===== src/inc/lsd_map.vh =====
// Constants for the legacy region and system-management RAM decode block.
// Assumes an 8-bit configuration port and one routing request per clock.
// How it works
// - Addresses below 80000h always route to main memory.
// - 80000h-9FFFFh goes to memory unless the low hole input forwards it downstream.
// - Host video window cycles ignore attributes; route away unless SYSTEM_MANAGEMENT_MODE-visible.
// - Video window picks graphics port or downstream path from bridge VGA control.
// - Hub and graphics initiators are refused the video window when it is SYSTEM_MANAGEMENT_MODE space.
// - C0000h-DFFFFh is eight 16 KB segments with own read/write attributes.
// - E0000h-EFFFFh is four 16 KB segments with own read/write attributes.
// - F0000h-FFFFFh is one segment with one attribute pair.
// - Fixed hole enable sends host 15-16 MB cycles downstream; clear means no hole.
// - Hub cycles inside an enabled hole are ignored; the hole is never remapped.
// - Open, close and lock do nothing unless global enable is set.
// - Open with lock clear makes SYSTEM_MANAGEMENT_MODE DRAM visible outside SYSTEM_MANAGEMENT_MODE decode.
// - Close blocks data but not code references to compatible SYSTEM_MANAGEMENT_MODE DRAM.
// - Lock clears open, freezes lock-listed fields; only reset clears lock.
// - Lock is set by a plain configuration write.
// - Global enable makes 128 KB DRAM at A0000h reachable in SYSTEM_MANAGEMENT_MODE decode.
// - Global enable becomes read-only once lock is set.
// - Base segment reads fixed 010 and ignores writes.
// - SYSTEM_MANAGEMENT_MODE DRAM is not remapped; blocked host accesses go to graphics port or downstream per VGA control.
// - Segment read/write enable picks main memory when set, downstream when clear, for host cycles only.
`ifndef LSD_MAP_VH
`define LSD_MAP_VH

`define LSD_OFS_ATTR0 8'h90
`define LSD_OFS_ATTR6 8'h96
`define LSD_OFS_FHC 8'h97
`define LSD_OFS_SMC 8'h9D
`define LSD_OFS_ESMC 8'h9E

`define LSD_FHC_RESET 8'h00
`define LSD_SMC_RESET 8'h02
`define LSD_ESMC_RESET 8'h38
`define LSD_FHC_MASK 8'h80
`define LSD_ATTR_MASK 8'h33
`define LSD_ATTR0_MASK 8'h30

`define LSD_FHC_HEN 7
`define LSD_SMC_OPEN 6
`define LSD_SMC_CLOSE 5
`define LSD_SMC_LOCK 4
`define LSD_SMC_GEN 3
`define LSD_BASE_SEG 3'h2
`define LSD_ESMC_HIGH 7
`define LSD_ESMC_FIXED 3'h7

`define LSD_LOW_END 32'h0007FFFF
`define LSD_DOS_END 32'h0009FFFF
`define LSD_VGA_END 32'h000BFFFF
`define LSD_EXP_END 32'h000EFFFF
`define LSD_FW_END 32'h000FFFFF
`define LSD_HOLE_LO 32'h00F00000
`define LSD_HOLE_HI 32'h00FFFFFF
`define LSD_EXP_BASE 32'h000C0000

`define LSD_RG_LOW 3'h0
`define LSD_RG_DOS 3'h1
`define LSD_RG_VGA 3'h2
`define LSD_RG_SEG 3'h3
`define LSD_RG_HOLE 3'h4
`define LSD_RG_OTHER 3'h5
`define LSD_FW_SEG 4'hC

`define LSD_DST_MEM 2'h0
`define LSD_DST_DOWN 2'h1
`define LSD_DST_GFX 2'h2
`define LSD_DST_NONE 2'h3

`define LSD_SRC_HOST 2'h0
`define LSD_SRC_HUB 2'h1
`define LSD_SRC_GFX 2'h2

`endif


===== src/logic/lsd_region_dec.v =====
// Address classifier for the legacy region and the fixed hole.
// Purely combinational; the caller registers whatever it derives.
`timescale 1ns/1ps
`include "lsd_map.vh"
module lsd_region_dec (
    input wire [31:0] addr_i, // Access address
    output reg [2:0] region_o, // Region class
    output reg [3:0] seg_o // Attribute segment, 0-11 from C0000h, 12 top
);
    reg [31:0] rel;
    always @* begin
        rel = addr_i - `LSD_EXP_BASE;
        seg_o = 4'h0;
        if (addr_i <= `LSD_LOW_END) begin
            region_o = `LSD_RG_LOW;
        end else if (addr_i <= `LSD_DOS_END) begin
            region_o = `LSD_RG_DOS;
        end else if (addr_i <= `LSD_VGA_END) begin
            region_o = `LSD_RG_VGA;
        end else if (addr_i <= `LSD_EXP_END) begin
            region_o = `LSD_RG_SEG;
            seg_o = rel[17:14];
        end else if (addr_i <= `LSD_FW_END) begin
            region_o = `LSD_RG_SEG;
            seg_o = `LSD_FW_SEG;
        end else if (addr_i >= `LSD_HOLE_LO && addr_i <= `LSD_HOLE_HI) begin
            region_o = `LSD_RG_HOLE;
        end else begin
            region_o = `LSD_RG_OTHER;
        end
    end
endmodule // lsd_region_dec


===== src/logic/lsd_attr_regs.v =====
// Seven segment attribute registers with per-segment read/write enable lookup.
// Written through the shared configuration port; reserved bits stay zero.
`timescale 1ns/1ps
`include "lsd_map.vh"
module lsd_attr_regs #(
    parameter NREG = 7 // Attribute registers
) (
    input wire ref_clk_i, // Clock
    input wire reset_i, // Synchronous reset
    input wire cfg_wr_i, // Configuration write strobe
    input wire [7:0] cfg_addr_i, // Configuration offset
    input wire [7:0] cfg_wdata_i, // Write data
    input wire [3:0] seg_i, // Segment to look up
    output wire seg_re_o, // Read enable of segment
    output wire seg_we_o, // Write enable of segment
    output wire [7:0] rd_data_o // Register at cfg_addr_i
);
    reg [7:0] am_q [0:NREG-1];
    wire [7:0] idx = cfg_addr_i - `LSD_OFS_ATTR0;
    wire hit = cfg_addr_i >= `LSD_OFS_ATTR0 && cfg_addr_i <= `LSD_OFS_ATTR6;
    integer i;

    // Segment n from C0000h lives in register 1+n/2; the top area in the upper nibble of 0
    function [3:0] seg_nib;
        input [3:0] s;
        input [7:0] r;
        begin
            seg_nib = (s == `LSD_FW_SEG || s[0]) ? r[7:4] : r[3:0];
        end
    endfunction

    always @(posedge ref_clk_i) begin
        if (reset_i) begin
            for (i = 0; i < NREG; i = i + 1) begin
                am_q[i] <= 8'h00;
            end
        end else if (cfg_wr_i && hit) begin
            am_q[idx[2:0]] <= cfg_wdata_i &
                ((idx == 8'h00) ? `LSD_ATTR0_MASK : `LSD_ATTR_MASK);
        end
    end

    // Register goes in as an argument so an attribute write re-evaluates the lookup
    wire [2:0] sel = (seg_i == `LSD_FW_SEG) ? 3'h0 : seg_i[3:1] + 3'h1;
    wire [3:0] nib = seg_nib(seg_i, am_q[sel]);
    assign seg_re_o = nib[0];
    assign seg_we_o = nib[1];
    assign rd_data_o = hit ? am_q[idx[2:0]] : 8'h00;
endmodule // lsd_attr_regs


===== src/logic/lsd_top.v =====
// Legacy region and system-management RAM decode: control registers and routing.
// Assumes configuration strobes and access requests are synchronous to ref_clk_i,
// one of each at most per cycle; routing answers one cycle after the request.
`timescale 1ns/1ps
`include "lsd_map.vh"
module lsd_top (
    input wire ref_clk_i, // 200 MHz clock
    input wire reset_i, // Full reset, synchronous, active high
    input wire cfg_wr_i, // Configuration write strobe
    input wire cfg_rd_i, // Configuration read strobe
    input wire [7:0] cfg_addr_i, // Configuration offset
    input wire [7:0] cfg_wdata_i, // Configuration write data
    output reg [7:0] cfg_rdata_o, // Read data, valid with cfg_rvalid_o
    output reg cfg_rvalid_o, // Read data valid pulse
    input wire acc_valid_i, // Access request valid
    input wire [31:0] acc_addr_i, // Access address
    input wire acc_write_i, // 1 write, 0 read
    input wire [1:0] acc_src_i, // Initiator: host, hub, graphics
    input wire acc_smm_i, // Host cycle carries SYSTEM_MANAGEMENT_MODE decode
    input wire acc_code_i, // Host cycle is a code fetch
    input wire vga_to_gfx_i, // Bridge legacy VGA control selects graphics port
    input wire dos_hole_en_i, // Declares 80000h-9FFFFh a memory hole
    output reg rt_valid_o, // Routing answer valid pulse
    output reg [1:0] rt_dest_o, // Destination: mem, downstream, graphics, none
    output reg smm_lock_o, // Effective lock state
    output reg fixed_hole_enable_o // Fixed hole enabled
);
    reg fhc_hen_q;
    reg smm_open_q;
    reg smm_close_q;
    reg smm_lock_q;
    reg smm_global_enable_q;
    reg high_smm_space_enable_q;
    reg [1:0] top_segment_size_q;
    reg top_segment_enable_q;
    reg [7:0] rdata_d;
    reg [1:0] dest_d;
    reg smm_vis;
    wire [2:0] region;
    wire [3:0] seg;
    wire seg_re;
    wire seg_we;
    wire [7:0] attr_rd;
    wire is_host = acc_src_i == `LSD_SRC_HOST;
    wire vga_route = vga_to_gfx_i ? 1'b1 : 1'b0;
    // Open and close only act while the global enable is set
    wire open_act = smm_open_q & smm_global_enable_q & ~smm_lock_q;
    wire close_act = smm_close_q & smm_global_enable_q;
    wire smc_wr = cfg_wr_i && cfg_addr_i == `LSD_OFS_SMC;
    wire esmc_wr = cfg_wr_i && cfg_addr_i == `LSD_OFS_ESMC;
    wire lock_set = cfg_wdata_i[`LSD_SMC_LOCK] &
        (cfg_wdata_i[`LSD_SMC_GEN] | smm_global_enable_q);

    lsd_region_dec u_dec (
        .addr_i(acc_addr_i),
        .region_o(region),
        .seg_o(seg)
    );

    lsd_attr_regs #(
        .NREG(7)
    ) u_attr (
        .ref_clk_i(ref_clk_i),
        .reset_i(reset_i),
        .cfg_wr_i(cfg_wr_i),
        .cfg_addr_i(cfg_addr_i),
        .cfg_wdata_i(cfg_wdata_i),
        .seg_i(seg),
        .seg_re_o(seg_re),
        .seg_we_o(seg_we),
        .rd_data_o(attr_rd)
    );

    // Fixed hole control; reserved bits are not stored
    always @(posedge ref_clk_i) begin
        if (reset_i) begin
            fhc_hen_q <= 1'b0;
        end else if (cfg_wr_i && cfg_addr_i == `LSD_OFS_FHC) begin
            fhc_hen_q <= cfg_wdata_i[`LSD_FHC_HEN];
        end
    end

    // SYSTEM_MANAGEMENT_MODE control. Lock is sticky until reset and freezes everything but close.
    always @(posedge ref_clk_i) begin
        if (reset_i) begin
            smm_open_q <= 1'b0;
            smm_close_q <= 1'b0;
            smm_lock_q <= 1'b0;
            smm_global_enable_q <= 1'b0;
        end else if (smc_wr) begin
            smm_close_q <= cfg_wdata_i[`LSD_SMC_CLOSE];
            if (!smm_lock_q) begin
                smm_global_enable_q <= cfg_wdata_i[`LSD_SMC_GEN];
                smm_lock_q <= lock_set;
                // Setting lock forces open off in the same write
                smm_open_q <= cfg_wdata_i[`LSD_SMC_OPEN] & ~lock_set;
            end
        end
    end

    // Extended SYSTEM_MANAGEMENT_MODE fields that lock freezes; sizing itself is decoded elsewhere
    always @(posedge ref_clk_i) begin
        if (reset_i) begin
            high_smm_space_enable_q <= 1'b0;
            top_segment_size_q <= 2'h0;
            top_segment_enable_q <= 1'b0;
        end else if (esmc_wr && !smm_lock_q) begin
            high_smm_space_enable_q <= cfg_wdata_i[`LSD_ESMC_HIGH];
            top_segment_size_q <= cfg_wdata_i[2:1];
            top_segment_enable_q <= cfg_wdata_i[0];
        end
    end

    // Readback; unmapped offsets read zero
    always @* begin
        rdata_d = attr_rd;
        case (cfg_addr_i)
            `LSD_OFS_FHC: begin
                rdata_d = {fhc_hen_q, 7'h00};
            end
            `LSD_OFS_SMC: begin
                rdata_d = {1'b0, smm_open_q, smm_close_q, smm_lock_q,
                    smm_global_enable_q, `LSD_BASE_SEG};
            end
            `LSD_OFS_ESMC: begin
                rdata_d = {high_smm_space_enable_q, 1'b0, `LSD_ESMC_FIXED,
                    top_segment_size_q, top_segment_enable_q};
            end
            default: begin
                rdata_d = attr_rd;
            end
        endcase
    end

    always @(posedge ref_clk_i) begin
        if (reset_i) begin
            cfg_rdata_o <= 8'h00;
            cfg_rvalid_o <= 1'b0;
        end else begin
            cfg_rvalid_o <= cfg_rd_i;
            cfg_rdata_o <= cfg_rd_i ? rdata_d : 8'h00;
        end
    end

    // Routing decision
    always @* begin
        // SYSTEM_MANAGEMENT_MODE DRAM is only made visible, never remapped
        smm_vis = smm_global_enable_q &
            ((acc_smm_i & ~(close_act & ~acc_code_i)) | open_act);
        dest_d = `LSD_DST_MEM;
        case (region)
            `LSD_RG_LOW: begin
                dest_d = `LSD_DST_MEM;
            end
            `LSD_RG_DOS: begin
                dest_d = dos_hole_en_i ? `LSD_DST_DOWN : `LSD_DST_MEM;
            end
            `LSD_RG_VGA: begin
                if (is_host && smm_vis) begin
                    dest_d = `LSD_DST_MEM;
                end else if (!is_host && smm_global_enable_q) begin
                    dest_d = `LSD_DST_NONE;
                end else begin
                    // Attribute bits play no part here
                    dest_d = vga_route ? `LSD_DST_GFX : `LSD_DST_DOWN;
                end
            end
            `LSD_RG_SEG: begin
                if (!is_host) begin
                    dest_d = `LSD_DST_MEM;
                end else if (acc_write_i) begin
                    dest_d = seg_we ? `LSD_DST_MEM : `LSD_DST_DOWN;
                end else begin
                    dest_d = seg_re ? `LSD_DST_MEM : `LSD_DST_DOWN;
                end
            end
            `LSD_RG_HOLE: begin
                if (!fhc_hen_q) begin
                    dest_d = `LSD_DST_MEM;
                end else if (is_host) begin
                    dest_d = `LSD_DST_DOWN;
                end else begin
                    // Hole is not remapped, so hub cycles have no target at all
                    dest_d = `LSD_DST_NONE;
                end
            end
            default: begin
                dest_d = `LSD_DST_MEM;
            end
        endcase
    end

    always @(posedge ref_clk_i) begin
        if (reset_i) begin
            rt_valid_o <= 1'b0;
            rt_dest_o <= `LSD_DST_MEM;
            smm_lock_o <= 1'b0;
            fixed_hole_enable_o <= 1'b0;
        end else begin
            rt_valid_o <= acc_valid_i;
            rt_dest_o <= acc_valid_i ? dest_d : `LSD_DST_MEM;
            smm_lock_o <= smm_lock_q;
            fixed_hole_enable_o <= fhc_hen_q;
        end
    end
endmodule // lsd_top


===== config.mk =====
export PLATFORM = sky130hd
export DESIGN_NAME = lsd_top
export DESIGN_NICKNAME = d
export VERILOG_FILES = /design/src/logic/lsd_region_dec.v /design/src/logic/lsd_attr_regs.v /design/src/logic/lsd_top.v
export VERILOG_INCLUDE_DIRS = /design/src /design/src/inc
export SDC_FILE = /design/constraint.sdc
export NUM_CORES = 1
export LEC_CHECK = 0
export ABC_CLOCK_PERIOD_IN_PS = 3640
export BUFFER_PORTS_ARGS = -buffer_cell sky130_fd_sc_hd__buf_2
export CAP_MARGIN = 10
export CORE_MARGIN = 2
export CORE_UTILIZATION = 40
export DETAILED_ROUTE_END_ITERATION = 6
export GPL_TIMING_DRIVEN = 0
export PLACE_DENSITY = 0.72
export SETUP_SLACK_MARGIN = 0.5
export SYNTH_ARGS = -nofsm -noshare
export SYNTH_HDL_FRONTEND = slang
export SYNTH_HIERARCHICAL = 1
export SYNTH_SLANG_ARGS = --single-unit

===== constraint.sdc =====
create_clock -name ref_clk_i -period 3.64 [get_ports ref_clk_i]
set_input_delay 0.546 -clock ref_clk_i [delete_from_list [all_inputs] [get_ports ref_clk_i]]
set_output_delay 0.546 -clock ref_clk_i [all_outputs]
set_load 0.005 [all_outputs]

== Word level (Yosys, flattened, before mapping) ==
Memories as Yosys holds them, arrays and structs flattened.
Cells that the tools add are included.
Operators by class
  bitwise logic cells: 17
  muxes and demuxes: 37
  add/subtract/negate cells: 3
  equal/unequal tests: 8
  $lt $le $gt $ge: 9
  reductions and logical operators: 18
Operators with widths (count)
  less-or-equal comparator 32 x 20 -> 1 bit, second input constant: 4
  greater-or-equal comparator 32 x 24 -> 1 bit, second input constant: 1
  less-or-equal comparator 32 x 19 -> 1 bit, second input constant: 1
  less-or-equal comparator 32 x 24 -> 1 bit, second input constant: 1
  == test 8 bit, second input constant: 3
  one-hot mux 8 bit (3 select lines): 1
  two-way mux 3 bit: 7
  two-way mux 4 bit: 5
  subtractor 18 x 1 -> 18 bit, second input constant: 1
  two-way mux 8 bit: 2
  two-way mux 1 bit: 14
  two-way mux 2 bit: 7
  logical AND 1 bit: 9
  AND 1 bit: 8
  AND 8 bit: 1
  greater-or-equal comparator 8 bit, second input constant: 1
  less-or-equal comparator 8 bit, second input constant: 1
  zero test 8 bit: 1
  one-hot mux 2 bit (4 select lines): 1
  OR reduction 8 bit: 1
  subtractor 8 bit, second input constant: 1
  == test 3 x 2 -> 1 bit, second input constant: 2
  inverter 1 bit: 6
  == test 4 bit, second input constant: 1
  other kinds (9): 12
Storage, ports and cells
  input port bits: 60
  output and inout bits: 14
  memories: 1
  bits in writable memories: 56
  word-level logic and storage cells: 107
  flip-flop bits (word level): 23
Memories
  u_attr.am_q: words 7, bits a word 8, rd ports 2, clocked after memory_dff 0, write ports 7, line lsd_attr_regs.v:18  | reg [7:0] am_q [0:NREG-1];

== Logic depth before layout (Yosys ltp) ==
An unclocked memory read counts as a cell.
  depth after elaboration: 14
  mapped depth: 14

== Hierarchy ==
Netlist, hierarchy kept.
By module, submodules not included
  lsd_attr_regs: instances 1, area an instance 2025.7 um2, cells an instance 179
  lsd_top: instances 1, area an instance 1132.3 um2, cells an instance 117
  lsd_region_dec: instances 1, area an instance 145.1 um2, cells an instance 21

== Least setup slack after synthesis ==
OpenSTA, ideal clock, no wires.
  path kind: input to register
  from: in acc_addr_i[31]
  to: reg rt_dest_o[0]
  stages on the path: 14
  required time: 3.566 ns
  arrival: 3.249 ns
  path slack: 0.317 ns
  path buffers: 2
  cell sequence: nor4_2 nand2_1 nor3_1 ha_1 buf_2 buf_4 mux2_2 nand2_1 o211ai_1 a32o_1 mux2i_1 nand3_1 a21o_1 a31oi_1
Between the ends
  elaborated cells between the ends (all ways): 34
  classes of those cells: add/sub: 1; order compare: 7; eq/ne: 5; mux: 18; reduce/logical: 2; memory: 1
RTL lines
  start: declaration: line lsd_top.v:16  | input wire [31:0] acc_addr_i,
  less-or-equal comparator 32 x 20 -> 1 bit (no source line)
  two-way mux 4 bit: line lsd_region_dec.v:20  | end else if (addr_i <= `LSD_EXP_END) begin
  two-way mux 4 bit: line lsd_region_dec.v:18  | end else if (addr_i <= `LSD_VGA_END) begin
  two-way mux 4 bit: line lsd_region_dec.v:16  | end else if (addr_i <= `LSD_DOS_END) begin
  two-way mux 4 bit (*): line lsd_region_dec.v:14  | if (addr_i <= `LSD_LOW_END) begin
  net seg[1]: line lsd_top.v:40  | wire [3:0] seg;
  adder 3 x 1 -> 3 bit / == test 4 bit (equally long branches)
  two-way mux 3 bit: line lsd_attr_regs.v:44  | wire [2:0] sel = (seg_i == `LSD_FW_SEG) ? 3'h0 : seg_i[3:1] + 3'h1;
  memory read (7 x 8 bit)
  two-way mux 2 bit (*): line lsd_attr_regs.v:28  | seg_nib = (s == `LSD_FW_SEG || s[0]) ? r[7:4] : r[3:0];
  net seg_re: line lsd_top.v:41  | wire seg_re;
  two-way mux 1 bit (no source line) (*)
  two-way mux 1 bit (*): line lsd_top.v:171  | end else if (acc_write_i) begin
  two-way mux 1 bit (*): line lsd_top.v:169  | if (!is_host) begin
  one-hot mux 2 bit (4 select lines) (*): line lsd_top.v:151  | case (region)
  end signal: assignment: line lsd_top.v:196  | rt_dest_o <= `LSD_DST_MEM;
  end signal: assignment: line lsd_top.v:201  | rt_dest_o <= acc_valid_i ? dest_d : `LSD_DST_MEM;
  end: declaration: line lsd_top.v:24  | output reg [1:0] rt_dest_o,
Mark *: on every way through the listed nets, which the timed path passes. The rest lies on a longest branch.
A chain may end at the register's enable or synchronous reset.

== Final worst setup path ==
  from: in acc_addr_i[23]
  to: reg rt_dest_o[0]
Same word-level chain as after synthesis.

==> out/results.ini <==
[worst_setup_path]
critPathLaunchType=primary input
reg2regPathDepth=8
r2r_end=rt_dest_o[0]$_SDFF_PP0_
critPathMaxFanout=10
r2r_slack_ns=1.77
path_class=in -> reg
r2r-start=u_attr/am_q[1][4]$_SDFFCE_PN0P_
worst_ep_arrival_time_ns=3.34
critPathCaptureType=register
worstPathRequired_ns=3.89

[floorplanning]
die_y_um=94.9
ios=74
die_w_um=94.9
start_util_pct=40.8
rows=33
die_area_sq_mm=0.00900
design.core.area_sq_mm=0.00809

[placed_design]
place_hpwl_um=6520
post-place-ws_ns=-0.156
io_buffers=59
gp_congestion=0.813

[grt]
grt_pass1_vias=2707
grt_first_pass_wirelength_um=13000
grt_max_degree=19
track_usage_pct=18.9
grt_overflow=0
antenna_found_initial=0

[clock_network]
cts_sinks=55
h-tree-depth=2
ctsHoldBuffers=0
clk_latency_ns=0.32
cts_buffer_depth=2
cts.clk_slew.worst_paths_ns=0.11
cts_made_buffers=5
clock_tree.root_cell=clkbuf_8
cts_tree=done

[cells_and_area]
final_core_utilization_pct=49.3
antenna_cells=0
synthToLayoutAreaGrowth_pct=20.8
layout-drive-gt1-share_pct=30.6
fillCellCount=782
num-nets-final=456

[yosys]
synth_warnings=6
synthFlopType=edfxtp_1
synth_seq_cells=55
synth_area_sq_mm=0.00330
synth.distinct_cells=69
synthCells=317
synthArstFlopShare_pct=0
synth_edf_count=28
synth.avg_cell_area_sq_um=10.4
seq_area_frac_synth_pct=41.8

[detailed_routing]
vias=2772
drc_errors=0
routedWlPerCell_um=16.1
drt_pass1_iterations=4
avgViaCountPerCell=5.53
drt_iter0_markers=121
wl_um=8080
final_antenna_net_count=0

[sta]
slew_headroom_pct=54.1
tightest_slew_ns=0.683
slew_violations=0
finalHoldViolations=0
fin_crit_sh_pct=84.7
layout_min_cycle_time_ns=3.08
rsz0062_at_grt=true
max_freq_mhz=325
setup_ws_ns=0.559
setup_viol=0
skew_ns=0.0139

[pwr]
p_sw_share_pct=25.7
p_sw_mw=0.306
p_leak_nw=1.58
sequentialPowerShare_pct=57.5
combPwrFrac_pct=13.2
powerDensity_mw_per_mm2=298
intPower_mw=0.883
irDropWorstVdd_uv=147
pwr-share-clk_pct=29.3

[outcome]
status=complete, no violations

[worst_hold_path]
hp-class=in -> reg
hold_depth=3
min_to=top_segment_size_q[1]$_SDFFE_PP0P_
hp-start=cfg_wdata_i[2]

[run]
max_cap_violations=0

## per-stage QoR
| stage | total power [mW] | setup TNS [ns] | std cells | instance area, sq um | hold WS (ns) |
|---|---|---|---|---|---|
| 3_5_place_dp | 0.847 | -0.156 | 490 | 3770 | 0.461 |
| 6_report | 1.19 | 0 | 501 | 3990 | 0.449 |
| 5_1_grt | 1.24 | 0 | 501 | 3990 | 0.462 |
| 4_1_cts | 1.19 | 0 | 501 | 3910 | 0.451 |
| 2_1_floorplan | 0.779 | 0 | 326 | 3340 | 0.425 |
| 3_3_place_gp | 0.841 | -0.0675 | 490 | 3770 | 0.453 |
## state kept, by name, summed over array words and instances (netlist names)
| name | cells |
|---|---|
| high_smm_space_enable_q | 1 |
| fhc_hen_q | 1 |
| cfg_rvalid_o | 1 |
| smm_open_q | 1 |
| cfg_rdata_o | 8 |
| smm_global_enable_q | 1 |
| top_segment_enable_q | 1 |
| smm_close_q | 1 |
| u_attr/am_q | 32 |
| rt_valid_o | 1 |
| rt_dest_o | 2 |
| smm_lock_o | 1 |
| fixed_hole_enable_o | 1 |
| top_segment_size_q | 2 |
| smm_lock_q | 1 |
## cell usage after synthesis (2+ instances only)
| cell type | count | area share (%) |
|---|---|---|
| buf_6 | 2 | 0.68 |
| nand4_1 | 4 | 0.76 |
| edfxtp_1 | 28 | 25 |
| a221o_1 | 3 | 0.91 |
| nor4bb_1 | 2 | 0.61 |
| nand3b_1 | 5 | 1.1 |
| a21oi_1 | 4 | 0.61 |
| o211ai_1 | 2 | 0.45 |
| nand2_1 | 19 | 2.2 |
| mux2i_1 | 27 | 8.2 |
| inv_1 | 10 | 1.1 |
| nor3_1 | 7 | 1.1 |
| a21o_1 | 3 | 0.68 |
| nor3b_1 | 5 | 1.1 |
| nand3_1 | 6 | 0.91 |
| clkbuf_8 | 2 | 0.83 |
| a211oi_1 | 3 | 0.68 |
| nor2_1 | 47 | 5.3 |
| and3_1 | 3 | 0.57 |
| clkbuf_1 | 5 | 0.57 |
| mux4_2 | 8 | 5.5 |
| nand4b_1 | 2 | 0.53 |
| nor4_2 | 2 | 0.76 |
| or3b_1 | 2 | 0.53 |
| and2_1 | 9 | 1.7 |
| nor4_4 | 3 | 1.9 |
| buf_2 | 3 | 0.45 |
| dfxtp_1 | 27 | 16 |
| o21ai_0 | 3 | 0.45 |
| nor2b_1 | 4 | 0.76 |
| buf_4 | 5 | 1.1 |
| a22o_1 | 4 | 1.1 |
| mux2_2 | 6 | 2.0 |
| o22ai_1 | 3 | 0.57 |
| a31oi_1 | 6 | 1.1 |
| nand2b_1 | 10 | 1.9 |
## final cells by class
class,count,area (sq um),share of cell area [%]
well taps,105,131,3.29
clock buffers,5,68.8,1.72
multi-input cells,244,1890,47.3
clock inverters,3,22.5,0.564
inverters,10,37.5,0.941
plain buffers,17,144,3.61
flip-flops and latches,55,1380,34.6
repair buffers,62,318,7.96
## worst max path at each step
stage                     cells past startpoint            from                 endpoint
after floorplan                              14  acc_addr_i[31]  rt_dest_o[0]$_SDFF_PP0_
after global placement                       15  acc_addr_i[23]  rt_dest_o[0]$_SDFF_PP0_
after detailed placement                     15  acc_addr_i[23]  rt_dest_o[0]$_SDFF_PP0_
after CTS                                    15  acc_addr_i[21]  rt_dest_o[0]$_SDFF_PP0_
after global routing                         15  acc_addr_i[23]  rt_dest_o[0]$_SDFF_PP0_
final                                        15  acc_addr_i[23]  rt_dest_o[0]$_SDFF_PP0_
## power by group through the flow
stage | clock [mW] | sequential (mW) | combinational [mW]
2_1_floorplan | 0 | 0.691 | 0.0881
3_3_place_gp | 0 | 0.694 | 0.147
3_5_place_dp | 0 | 0.696 | 0.151
4_1_cts | 0.355 | 0.682 | 0.153
5_1_grt | 0.378 | 0.685 | 0.172
6_report | 0.348 | 0.683 | 0.157
## worst max-delay path, stage by stage
cell and delay [ns]:
buf_2 0.12, nor4_4 0.39, nand4_1 0.24, nor3_4 0.24
ha_4 0.24, buf_8 0.14, buf_12 0.15, mux2_2 0.27
nand2_1 0.07, o211ai_1 0.11, a32o_1 0.26, mux2i_1 0.19
nand3_1 0.10, a21o_1 0.17, a31oi_1 0.11
## timing repair
| item | in CTS | in global routing |
|---|---|---|
| pin swaps | 3 | 7 |
| setup buffers | 3 | 0 |
| gates resized for setup | 6 | 15 |
| gates cloned | 0 | 0 |
| setup endpoints to repair | 1 | 1 |
## cell usage in the layout, fill, tap and decap left out, drive strengths merged, types with 3 or more instances in the layout
| cell type | count |
|---|---|
| a22o | 4 |
| nor2 | 48 |
| inv | 12 |
| o22ai | 3 |
| and3 | 3 |
| nand3b | 5 |
| nor4 | 5 |
| a21oi | 5 |
| mux2i | 27 |
| nor3 | 8 |
| buf | 72 |
| nand2 | 19 |
| nand3 | 7 |
| edfxtp | 28 |
| nand4 | 4 |
| o21ai | 3 |
| mux4 | 8 |
| a211oi | 3 |
| clkbuf | 12 |
| conb | 10 |
| a31oi | 6 |
| mux2 | 6 |
| and2 | 9 |
| nor3b | 5 |
| a21o | 3 |
| nor2b | 4 |
| nand2b | 10 |
| dfxtp | 27 |
| a221o | 3 |
## per-layer routing
metal,vias up,global-route usage [%],part of all wire [%]
met5,-,0,0
met4,0,7.13,1.9
met3,13,2.15,4.7
met2,79,32.7,49
met1,1355,24.1,44
li1,1325,-,-
## cell families after synthesis
family          after synthesis  share of synthesized area, %
other cells                   1                         0.114
simple gates                140                          24.6
mux                          41                          15.7
flops                        55                          41.8
buf+inv                      27                          4.81
fa+ha+maj                     2                         0.682
compound gates               48                          11.3
xor+xnor                      3                          1.02
Note: power is estimated with default switching activity, not from simulation.
